File: config.mk
export PLATFORM = sky130hd
export DESIGN_NAME = decim_filter
export DESIGN_NICKNAME = d
export VERILOG_FILES = /design/src/verilog/decim_pkg.sv /design/src/verilog/decim_filter.sv
export SDC_FILE = /design/constraint.sdc
export NUM_CORES = 1
export LEC_CHECK = 0
export BUFFER_PORTS_ARGS = -buffer_cell sky130_fd_sc_hd__buf_4
export CORE_UTILIZATION = 55
export DETAILED_ROUTE_END_ITERATION = 16
export HOLD_SLACK_MARGIN = 0.06
export PLACE_DENSITY = 0.72
export SLEW_MARGIN = 0
export SYNTH_ARGS = -nofsm -noshare
export SYNTH_HDL_FRONTEND = slang
export SYNTH_SLANG_ARGS = --single-unit
File: constraint.sdc
create_clock -name MCLK -period 37.7 [get_ports MCLK]
set_input_delay 5.655 -clock MCLK [delete_from_list [all_inputs] [get_ports MCLK]]
set_output_delay 5.655 -clock MCLK [all_outputs]
set_load 0.005 [all_outputs]
File: src/verilog/decim_pkg.sv
package decim_pkg;

    // Register byte addresses on the AHB-Lite bus.
    localparam logic [7:0] ADDR_CFG = 8'h00;
    localparam logic [7:0] ADDR_STATUS = 8'h04;
    localparam logic [7:0] ADDR_DATA = 8'h08;

    // Configuration field positions and status bit positions.
    localparam int CFG_RATIO_LSB = 0;
    localparam int CFG_PWR_LSB = 3;
    localparam int CFG_CLKSEL_BIT = 5;
    localparam int CFG_STANDBY_BIT = 6;
    localparam int ST_FAST_BIT = 0;
    localparam int ST_OVF_BIT = 1;
    localparam int ST_AVAIL_BIT = 2;
    localparam int ST_LEVEL_LSB = 8;

    // Filter geometry: log2 of the smallest ratio, sinc3 ratio cap, output scale.
    localparam int OSR_MIN_LOG = 7;
    localparam int N3_MAX_SEL = 3;
    localparam int FS_BITS = 16;
    localparam int WORD_W = FS_BITS + 1;
    localparam int MOD_DIV = 2;

    typedef enum logic [1:0] {
        PWR_HR = 2'b00,
        PWR_LP = 2'b01,
        PWR_VLP = 2'b10
    } pwr_e;

    typedef struct packed {
        logic standby;
        logic clk_sel;
        logic [1:0] pwr;
        logic [2:0] ratio;
    } cfg_s;

    localparam cfg_s CFG_RST = 7'h00;
    localparam logic [2:0] DIV_HR = 3'h1;
    localparam logic [2:0] DIV_LP = 3'h2;
    localparam logic [2:0] DIV_VLP = 3'h4;

endpackage

File: src/verilog/decim_filter.sv
// Operation
// RQ1: Host enters standby before switching the main clock source.
// RQ2: Host enters standby before changing the power mode.
// RQ3: With oscillator only, host ties external clock pin to ground.
// RQ4: Modulator clock runs at half the main clock, one bit per tick.
// RQ5: Sinc low-pass averages the stream; word rate is modulator rate over ratio.
// RQ6: Three-bit field selects one of eight ratios from 128 to 16384.
// RQ7: Output rate scales with main clock and halves per ratio doubling.
// RQ8: Stream feeds a sinc3 path and a first-order fast path in parallel.
// RQ9: First conversions after reset come from the fast path.
// RQ10: After two fast conversions, sinc3 path is used until reset.
// RQ11: Above 1024, sinc3 runs at 1024 then sinc1 decimates by 2 to 16.
// RQ12: Power modes select clock divider 1, 2 or 4.
// RQ13: Ratio codes 0 to 7 select 128 to 16384 ascending.
//
// The implementer's own choices: the AHB-Lite interface to the registers and the register addresses.
`timescale 1ns/1ps

////////////////////////////////////////////////////////////////////////////////
module sync_fifo
#(
    parameter int W = 17,
    parameter int DEPTH = 8
)
(
    input wire logic clk,
    input wire logic rst,
    input wire logic ce,
    input wire logic in_valid,
    output logic in_ready,
    input wire logic [W-1:0] in_data,
    output logic out_valid,
    input wire logic out_ready,
    output logic [W-1:0] out_data,
    output logic [$clog2(DEPTH):0] count
);
    localparam int AW = $clog2(DEPTH);
    logic [W-1:0] mem [DEPTH];
    logic [AW-1:0] wp_q;
    logic [AW-1:0] rp_q;
    logic [AW:0] cnt_q;
    wire logic push = ce && in_valid && in_ready;
    wire logic pop = ce && out_valid && out_ready;

    assign in_ready = cnt_q != (AW+1)'(DEPTH);
    assign out_valid = cnt_q != '0;
    assign out_data = mem[rp_q];
    assign count = cnt_q;

    always_ff @(posedge clk)
    begin
        if (push)
            mem[wp_q] <= in_data;
    end

    always_ff @(posedge clk or posedge rst)
    begin
        if (rst)
        begin
            wp_q <= '0;
            rp_q <= '0;
            cnt_q <= '0;
        end
        else
        begin
            if (push)
                wp_q <= wp_q + 1'b1;
            if (pop)
                rp_q <= rp_q + 1'b1;
            cnt_q <= cnt_q + (AW+1)'(push) - (AW+1)'(pop);
        end
    end
endmodule

////////////////////////////////////////////////////////////////////////////////
module decim_filter
    import decim_pkg::*;
#(
    parameter int FIFO_DEPTH = 8
)
(
    input wire logic MCLK,
    input wire logic SYS_RST,
    input wire logic CLK_EN,
    input wire logic MOD_BIT,
    input wire logic HSEL,
    input wire logic [31:0] HADDR,
    input wire logic [1:0] HTRANS,
    input wire logic HWRITE,
    input wire logic [2:0] HSIZE,
    input wire logic [31:0] HWDATA,
    input wire logic HREADY,
    output logic [31:0] HRDATA,
    output logic HREADYOUT,
    output logic HRESP,
    output logic MOD_CLK,
    output logic CLK_SRC_SEL,
    output logic [1:0] PWR_MODE,
    output logic [2:0] CLK_DIV,
    output logic FAST_PATH,
    output logic DATA_VALID
);
    localparam int CW = $clog2(FIFO_DEPTH) + 1;

    cfg_s cfg_q;
    logic mod_ph_q;
    logic [13:0] samp_q;
    logic [31:0] i1_q, i2_q, i3_q, z1_q, z2_q, z3_q;
    logic [20:0] acc_q;
    logic [14:0] ones_q;
    logic fast_q, first_q, ovf_q;
    logic [2:0] div_q;
    logic dv_q, hready_q, rd_pend_q, wr_pend_q;
    logic [7:0] addr_q;
    logic [31:0] hrdata_q;
    logic fifo_in_ready, fifo_out_valid;
    logic [WORD_W-1:0] fifo_out_data;
    logic [CW-1:0] fifo_count;

    ////////////////////////////////////////////////////////////////////////////
    // Modulator tick and ratio decode.
    wire logic run = CLK_EN && mod_ph_q && !cfg_q.standby; // RQ4
    wire logic [2:0] ratio = cfg_q.ratio;
    wire logic [14:0] osr = 15'h0080 << ratio; // RQ6 RQ13
    wire logic [13:0] osr_m1 = 14'(osr - 15'h0001);
    wire logic [1:0] n3_sh = (ratio > 3'(N3_MAX_SEL)) ? 2'(N3_MAX_SEL) : ratio[1:0]; // RQ11
    wire logic [9:0] n3_mask = 10'((11'h0080 << n3_sh) - 11'h0001);
    wire logic [2:0] d_log = (ratio > 3'(N3_MAX_SEL)) ? ratio - 3'(N3_MAX_SEL) : 3'h0; // RQ11
    wire logic n3_end = &(samp_q[9:0] | ~n3_mask);
    wire logic conv_end = samp_q == osr_m1; // RQ5 RQ7

    ////////////////////////////////////////////////////////////////////////////
    // Sinc3 path. Wrapping two's complement arithmetic keeps the combs exact.
    wire logic [31:0] i1_d = i1_q + {31'h0000_0000, MOD_BIT}; // RQ8
    wire logic [31:0] i2_d = i2_q + i1_d;
    wire logic [31:0] i3_d = i3_q + i2_d;
    wire logic [31:0] y1 = i3_d - z1_q;
    wire logic [31:0] y2 = y1 - z2_q;
    wire logic [31:0] y3 = y2 - z3_q; // RQ5
    wire logic [4:0] sh3 = {2'b00, n3_sh, 1'b0} + {3'b000, n3_sh} + 5'h05;
    wire logic [WORD_W-1:0] s3 = WORD_W'(y3 >> sh3);
    wire logic [20:0] acc_d = acc_q + {4'h0, s3}; // RQ11
    wire logic [WORD_W-1:0] sinc_out = WORD_W'(acc_d >> d_log);

    // Fast path: a plain ones count over the whole ratio, scaled to full scale.
    wire logic [14:0] ones_d = ones_q + {14'h0000, MOD_BIT}; // RQ8
    wire logic [3:0] fsh = 4'h9 - {1'b0, ratio};
    wire logic [WORD_W-1:0] fast_out = WORD_W'({2'b00, ones_d} << fsh);

    wire logic conv_push = run && conv_end;
    wire logic [WORD_W-1:0] word = fast_q ? fast_out : sinc_out; // RQ9 RQ10

    ////////////////////////////////////////////////////////////////////////////
    // Bus decode.
    wire logic acc = CLK_EN && HSEL && HTRANS[1] && HREADY;
    wire logic rd_acc = acc && !HWRITE;
    wire logic wr_cfg = CLK_EN && wr_pend_q && addr_q == ADDR_CFG;
    wire logic wr_st = CLK_EN && wr_pend_q && addr_q == ADDR_STATUS;
    wire logic pop = CLK_EN && rd_pend_q && addr_q == ADDR_DATA;
    wire logic [31:0] st_word = {16'h0000, 8'(fifo_count), 5'h00,
                                 fifo_out_valid, ovf_q, fast_q};
    wire logic [31:0] rdata = (addr_q == ADDR_CFG) ? {25'h000_0000, cfg_q} :
                              (addr_q == ADDR_STATUS) ? st_word :
                              (addr_q == ADDR_DATA) ? 32'(fifo_out_data) : 32'h0000_0000;
    wire logic [2:0] div_d = (cfg_q.pwr == PWR_VLP) ? DIV_VLP :
                             (cfg_q.pwr == PWR_LP) ? DIV_LP : DIV_HR; // RQ12

    ////////////////////////////////////////////////////////////////////////////
    always_ff @(posedge MCLK or posedge SYS_RST)
    begin
        if (SYS_RST)
            mod_ph_q <= 1'b0;
        else if (CLK_EN)
            mod_ph_q <= !mod_ph_q; // RQ4
    end

    // Standby restarts the conversion but keeps the path selection.
    always_ff @(posedge MCLK or posedge SYS_RST)
    begin
        if (SYS_RST)
        begin
            samp_q <= '0;
            i1_q <= '0;
            i2_q <= '0;
            i3_q <= '0;
            ones_q <= '0;
        end
        else if (CLK_EN && cfg_q.standby)
        begin
            samp_q <= '0;
            i1_q <= '0;
            i2_q <= '0;
            i3_q <= '0;
            ones_q <= '0;
        end
        else if (run)
        begin
            samp_q <= conv_end ? 14'h0000 : samp_q + 14'h0001;
            i1_q <= i1_d;
            i2_q <= i2_d;
            i3_q <= i3_d;
            ones_q <= conv_end ? 15'h0000 : ones_d;
        end
    end

    always_ff @(posedge MCLK or posedge SYS_RST)
    begin
        if (SYS_RST)
        begin
            z1_q <= '0;
            z2_q <= '0;
            z3_q <= '0;
            acc_q <= '0;
        end
        else if (CLK_EN && cfg_q.standby)
        begin
            z1_q <= '0;
            z2_q <= '0;
            z3_q <= '0;
            acc_q <= '0;
        end
        else if (run && n3_end)
        begin
            z1_q <= i3_d;
            z2_q <= y1;
            z3_q <= y2;
            acc_q <= conv_end ? 21'h00_0000 : acc_d; // RQ11
        end
    end

    // Only a reset brings the fast path back.
    always_ff @(posedge MCLK or posedge SYS_RST)
    begin
        if (SYS_RST)
        begin
            fast_q <= 1'b1;
            first_q <= 1'b0;
        end
        else if (conv_push && fast_q)
        begin
            first_q <= 1'b1;
            fast_q <= !first_q; // RQ10
        end
    end

    ////////////////////////////////////////////////////////////////////////////
    // The modulator cannot be held off, so a full FIFO drops the word and flags it.
    sync_fifo #(.W(WORD_W), .DEPTH(FIFO_DEPTH)) u_fifo (
        .clk(MCLK),
        .rst(SYS_RST),
        .ce(CLK_EN),
        .in_valid(conv_push),
        .in_ready(fifo_in_ready),
        .in_data(word),
        .out_valid(fifo_out_valid),
        .out_ready(pop),
        .out_data(fifo_out_data),
        .count(fifo_count)
    );

    always_ff @(posedge MCLK or posedge SYS_RST)
    begin
        if (SYS_RST)
        begin
            cfg_q <= CFG_RST;
            ovf_q <= 1'b0;
            div_q <= DIV_HR;
            dv_q <= 1'b0;
        end
        else if (CLK_EN)
        begin
            if (wr_cfg)
                cfg_q <= cfg_s'(HWDATA[6:0]);
            if (conv_push && !fifo_in_ready)
                ovf_q <= 1'b1;
            else if (wr_st && HWDATA[ST_OVF_BIT])
                ovf_q <= 1'b0;
            div_q <= div_d; // RQ12
            dv_q <= fifo_out_valid;
        end
    end

    // Reads insert one wait state so a write just before them is visible.
    always_ff @(posedge MCLK or posedge SYS_RST)
    begin
        if (SYS_RST)
        begin
            hready_q <= 1'b1;
            rd_pend_q <= 1'b0;
            wr_pend_q <= 1'b0;
            addr_q <= 8'h00;
            hrdata_q <= 32'h0000_0000;
        end
        else if (CLK_EN)
        begin
            rd_pend_q <= rd_acc;
            wr_pend_q <= acc && HWRITE;
            if (acc)
                addr_q <= HADDR[7:0];
            if (rd_acc)
                hready_q <= 1'b0;
            else if (rd_pend_q)
                hready_q <= 1'b1;
            if (rd_pend_q)
                hrdata_q <= rdata;
        end
    end

    assign HRDATA = hrdata_q;
    assign HREADYOUT = hready_q;
    assign HRESP = 1'b0;
    assign MOD_CLK = mod_ph_q;
    assign CLK_SRC_SEL = cfg_q.clk_sel;
    assign PWR_MODE = cfg_q.pwr;
    assign CLK_DIV = div_q;
    assign FAST_PATH = fast_q;
    assign DATA_VALID = dv_q;

    ////////////////////////////////////////////////////////////////////////////
    // Helper counters that only the checks below read.
    logic [13:0] span_q;
    logic [4:0] blk_q;
    logic [1:0] nconv_q;
    always_ff @(posedge MCLK or posedge SYS_RST)
    begin
        if (SYS_RST)
        begin
            span_q <= '0;
            blk_q <= '0;
            nconv_q <= '0;
        end
        else if (CLK_EN && cfg_q.standby)
        begin
            span_q <= '0;
            blk_q <= '0;
        end
        else if (run)
        begin
            span_q <= conv_end ? 14'h0000 : span_q + 14'h0001;
            if (n3_end)
                blk_q <= conv_end ? 5'h00 : blk_q + 5'h01;
            if (conv_end && nconv_q != 2'h3)
                nconv_q <= nconv_q + 2'h1;
        end
    end
endmodule

# Word-level counts from Yosys, hierarchy flattened
# Memories as Yosys holds them, arrays and structs flattened.
# Cells that the tools add are included.
[word_totals]
out_inout_bits = 43
elab_cells = 135
register_bits = 310
input_bits = 76
mem_bits_rw = 136
memories = 1
[op_classes]
n_addsub = 19
reduce_logical = 39
bitwise_logic = 2
n_shift = 5
magnitude_cmp = 1
eq_ne = 6
n_mux = 35
[mem_list]
columns = ["memory", "depth", "width", "read_ports", "rd_clocked_by_memory_dff", "write_ports", "line", "rtl"]
rows = [
  ["u_fifo.mem", 8, 17, 1, 0, 1, "decim_filter.sv:38", "logic [W-1:0] mem [DEPTH];"],
]
[ops]
columns = ["operator", "count"]
rows = [
  ["$mux W32", 12],
  ["$sub A32 B32 Y32", 3],
  ["$mux W17", 4],
  ["$add A32 B32 Y32", 2],
  ["$mux W21", 3],
  ["$mux W15", 3],
  ["$mux W14", 3],
  ["$add A32 B1 Y32", 1],
  ["$shr A32 B5 Y17", 1],
  ["$logic_and A1 B1 Y1", 22],
  ["$add A21 B17 Y21", 1],
  ["$shr A21 B3 Y17", 1],
  ["$shl A15 B4 Y17", 1],
  ["$add A15 B1 Y15", 1],
  ["$add A14 B1 Y14 const B", 1],
  ["$eq A14 B14 Y1", 1],
  ["$shl A8 B3 Y14 const A", 1],
  ["$sub A14 B1 Y14 const B", 1],
  ["$not A10 Y10", 1],
  ["$or A10 B10 Y10", 1],
  ["$reduce_and A10 Y1", 1],
  ["$reduce_and A2 Y1", 5],
  ["$shl A8 B2 Y10 const A", 1],
  ["$sub A10 B1 Y10 const B", 1],
  ["other kinds (20)", 35],
]

# Depth between registers and ports, before layout
[logic_depth]
ltp_word = 11
ltp_mapped = 70
ltp_nobuf = 69

# Hierarchy
# A second synthesis with hierarchy kept.
[hier_totals]
hier_cells = 3127
hier_area_um2 = 29610.9
[modules_own_cells]
columns = ["mod", "cells_per_inst", "instances", "seq_area_each_um2", "area_per_inst_um2"]
rows = [
  ["decim_filter", 2872, 1, 7135.6, 23810.3],
  ["sync_fifo", 255, 1, 4334.2, 5800.6],
]

# Worst setup path before layout
# Ideal clock, no wire load.
[synth_timing]
kind = "in2reg"
from = "in MOD_BIT"
to = "mem u_fifo.mem[0][14] (data pin)"
setup_time_ns = 0.278
arrival_time_ns = 17.274
required_time_ns = 37.422
slack_ns = 20.149
path_stages = 62
path_buffers = 1
path_cell_list = "ha_1 > ha_1 > xor2_1 > ha_1 > nor2b_1 > o21ai_0 > a21boi_0 > o21ai_0 > a21oi_1 > o21a_1 > o21ai_0 > a21oi_1 > o21a_1 > nor2_1 > xnor2_1 > ha_1 > a21o_1 > a21o_1 > [... 26 more ...] > a41oi_1 > xnor2_1 > a21oi_1 > a21oi_1 > mux2i_1 > mux2_2 > ha_1 > a21oi_1 > o21bai_1 > a41o_1 > o311ai_0 > a21o_1 > nand3b_1 > xor2_1 > a211oi_1 > a211oi_1 > nor2_1 > o31ai_1"
[synth_between]
elab_chain_cells = 10
elab_cells_between_ends = 12
classes_between = "add/sub: 8; shift: 3; mux: 1"
[synth_rtl]
columns = ["item", "line", "rtl"]
rows = [
  ["start, declared", "decim_filter.sv:85", "input wire logic MOD_BIT,"],
  ["$add A32 B1 Y32", "decim_filter.sv:134", "wire logic [31:0] i1_d = i1_q + {31'h0000_0000, MOD_BIT};"],
  ["$add A32 B32 Y32", "decim_filter.sv:135", "wire logic [31:0] i2_d = i2_q + i1_d;"],
  ["$add A32 B32 Y32", "decim_filter.sv:136", "wire logic [31:0] i3_d = i3_q + i2_d;"],
  ["$sub A32 B32 Y32", "decim_filter.sv:137", "wire logic [31:0] y1 = i3_d - z1_q;"],
  ["$sub A32 B32 Y32", "decim_filter.sv:138", "wire logic [31:0] y2 = y1 - z2_q;"],
  ["$sub A32 B32 Y32", "decim_filter.sv:139", "wire logic [31:0] y3 = y2 - z3_q;"],
  ["$shr A32 B5 Y17", "decim_filter.sv:141", "wire logic [WORD_W-1:0] s3 = WORD_W'(y3 >> sh3);"],
  ["$add A21 B17 Y21", "decim_filter.sv:142", "wire logic [20:0] acc_d = acc_q + {4'h0, s3};"],
  ["$shr A21 B3 Y17", "decim_filter.sv:143", "wire logic [WORD_W-1:0] sinc_out = WORD_W'(acc_d >> d_log);"],
  ["$mux W17 *", "decim_filter.sv:151", "wire logic [WORD_W-1:0] word = fast_q ? fast_out : sinc_out;"],
  ["net u_fifo.in_data[14]", "decim_filter.sv:31", "input wire logic [W-1:0] in_data,"],
  ["end, declared", "decim_filter.sv:38", ""],
]
# The timed path passes the listed nets; every way through them passes the cells marked *.

# Worst setup path after layout
[layout_timing]
from = "in MOD_BIT"
to = "mem u_fifo.mem[1][10] (data pin)"
# Same word-level chain as after synthesis.

==> reports/qor.yml <==
cp_max_fo: 8
critPathMostFrequentCell: "a21oi_1"
antenna_found_initial: 0
die_h_um: 231
cts_buffers: 49
drc: 0
status: "finished, final reports clean"
syn_to_final_growth_pct: 8.64
fin_skew_ps: 40.9
dp_hpwl_mm: 47.5
synthArstFlopShare_pct: 68.4
ys_warn_count: 0
final_nets: 3260
drv_cap: 0
critPathLaunch: "MOD_BIT"
cp.arrival_ps: 20410
setup_violations: 0
final_cell_mix: "dfrtp_1, o21ai_0, nand2_1, nor2_1, ha_1"
clk_latency_ps: 620
final_antenna_net_count: 0
period_share_pct: 53.3
maxSlewViolCount: 0
worst_setup_path_start_kind: "input port"
ios: 119
fillers: 4330
syn_area_per_cell_um2: 9.59
cts.path.max_buffers: 3
rows: 83
slew_headroom_pct: 21.5
slowest_stage: "o21ai_0"
r2r-start: "i1_q[0]"
ys_seq_elements: 431
drt_pass1_iterations: 6
drive_gt1_share_pct: 8.75
required_ps: 38000
gp_congestion: 0.892
post-cts-setup-buffers: 0
worstSetupEndpointType: "register"
min_period_ps: 20110
synth_edf_count: 136
setup.worst_path.class: "in2reg"
hold_viol: 0
die_area_um2: 53200
fmax_mhz: 49.7
finalNonFillerCells: 3696
vias: 22500
synthesis.instances: 2998
grt.total_usage_pct: 25.3
post_drt_wl_per_cell_um: 18.2
ctsRootBufferMaster: "clkbuf_16"
final_area_um2: 31200
htree_levels: 2
drt-initial-drc-count: 1287
synth_cell_types: 86
die_w_um: 231
cts_resized: 0
path_clk_slew_ps: 60
grt_setup_unrepaired: "false"
synth-main-ff-cell: "dfrtp_1"
via_per_inst: 6.08
dp.cells: 3605
seqCellArea_um2: 11500
core_area_um2: 51500
slowest_delay_ps: 740
grt_pass1_vias: 22300
crit_family: "compound AO/OA/AOI/OAI gates"
tightest_slew_ps: 1180
grt_first_pass_wirelength_mm: 111
timing.hold.worst.start: "first_q"
cp.buffers_inverters: 1
io_buffer_count: 49
grt_max_degree: 101
final_common_cell: "dfrtp_1"
globalRoute.totalOverflow: 0
postRouteWirelength_mm: 67.2
cts_num_sinks: 431
cts_tree: "yes"
place_area_um2: 29600
syn_area_um2: 28700
multi_input_area_um2: 16100
fin_setup_tns_ps: 0
min-delay-path-class: "reg2reg"
ctsHoldBuffers: 0
yosysSeqAreaShare_pct: 39.9
n_antenna_cell: 0
start_util_pct: 55.8
fin_util_pct: 60.6
## state kept, by name, summed over array words and instances, names as in the netlist, 14 cells and up
register,count
HRDATA,17
acc_q,21
i1_q,32
i2_q,32
i3_q,32
ones_q,15
samp_q,14
u_fifo.mem,136
z1_q,32
z2_q,32
z3_q,32
## per-layer routing
metal	vias to the layer above	GRT usage, %	share of wire (%)	wire length [µm]
met5	-	0	0	0
met4	0	8.34	2.9	1920
met3	108	3.06	3.4	2320
met2	436	45.8	51	34100
met1	11000	31.2	43	28800
li1	10900	-	-	-
## layout make-up
class,instances,share of cell area [%]
repair buffers,69,1.66
clock inverters,29,0.962
well taps,680,2.72
clock buffers,62,4.18
flip-flops and latches,431,36.7
multi-input cells,2239,51.5
inverters,186,2.26
## cells in the mapped netlist, types with 10 or more instances
| master | count | area [µm²] |
|---|---|---|
| a211oi_1 | 35 | 263 |
| a21boi_0 | 13 | 97.6 |
| a21o_1 | 72 | 541 |
| a21oi_1 | 185 | 926 |
| a22o_1 | 165 | 1450 |
| a31oi_1 | 27 | 169 |
| and2_1 | 15 | 93.8 |
| and3_1 | 43 | 269 |
| buf_1 | 23 | 86.3 |
| buf_4 | 18 | 135 |
| clkbuf_1 | 116 | 435 |
| dfrtp_1 | 292 | 7310 |
| edfxtp_1 | 136 | 4080 |
| ha_1 | 202 | 2530 |
| inv_1 | 181 | 679 |
| mux2_2 | 35 | 394 |
| mux2i_1 | 42 | 420 |
| mux4_2 | 38 | 856 |
| nand2_1 | 228 | 856 |
| nand2b_1 | 32 | 200 |
| nand3_1 | 61 | 305 |
| nand4_1 | 25 | 156 |
| nor2_1 | 221 | 830 |
| nor2b_1 | 27 | 169 |
| nor3_1 | 41 | 205 |
| nor4_1 | 10 | 62.6 |
| o211ai_1 | 18 | 135 |
| o21a_1 | 26 | 195 |
| o21ai_0 | 243 | 1220 |
| o21bai_1 | 21 | 158 |
| o22ai_1 | 23 | 144 |
| o31ai_1 | 31 | 233 |
| or2_2 | 16 | 100 |
| or3_1 | 19 | 119 |
| xnor2_1 | 130 | 1140 |
| xor2_1 | 65 | 569 |
## kinds of logic after synthesis
group | synth area share, %
AOI/OAI and AO/OA | 21.7
DFF | 39.9
other | 0.0130
and+or+nand+nor | 12.5
muxes | 5.81
xor gates and xnor gates | 6.16
buffers and inverters | 4.71
adders and majority gates | 9.21
## through the flow
stage	hold slack [ps]	setup WS (ps)
floorplan	397	20150
global placement	406	17480
detailed placement	410	17120
CTS	419	17670
global route	433	16310
finish	418	17590
## worst paths after layout
| kind | end | slack, ps | cells past startpoint |
|---|---|---|---|
| setup / recovery | u_fifo.mem[1][10] | 17590 | 65 |
| hold / removal | FAST_PATH | 420 | 1 |
| setup reg to reg | u_fifo.mem[1][10] | 22490 | 64 |
| hold reg to reg | FAST_PATH | 420 | 1 |
| max in group asynchronous | i1_q[9] | 30220 | 4 |
| min in group asynchronous | acc_q[20] | 5070 | 2 |
Power is not shown: default switching activity piles up to over one toggle a cycle in this logic, so the estimate is an artifact.
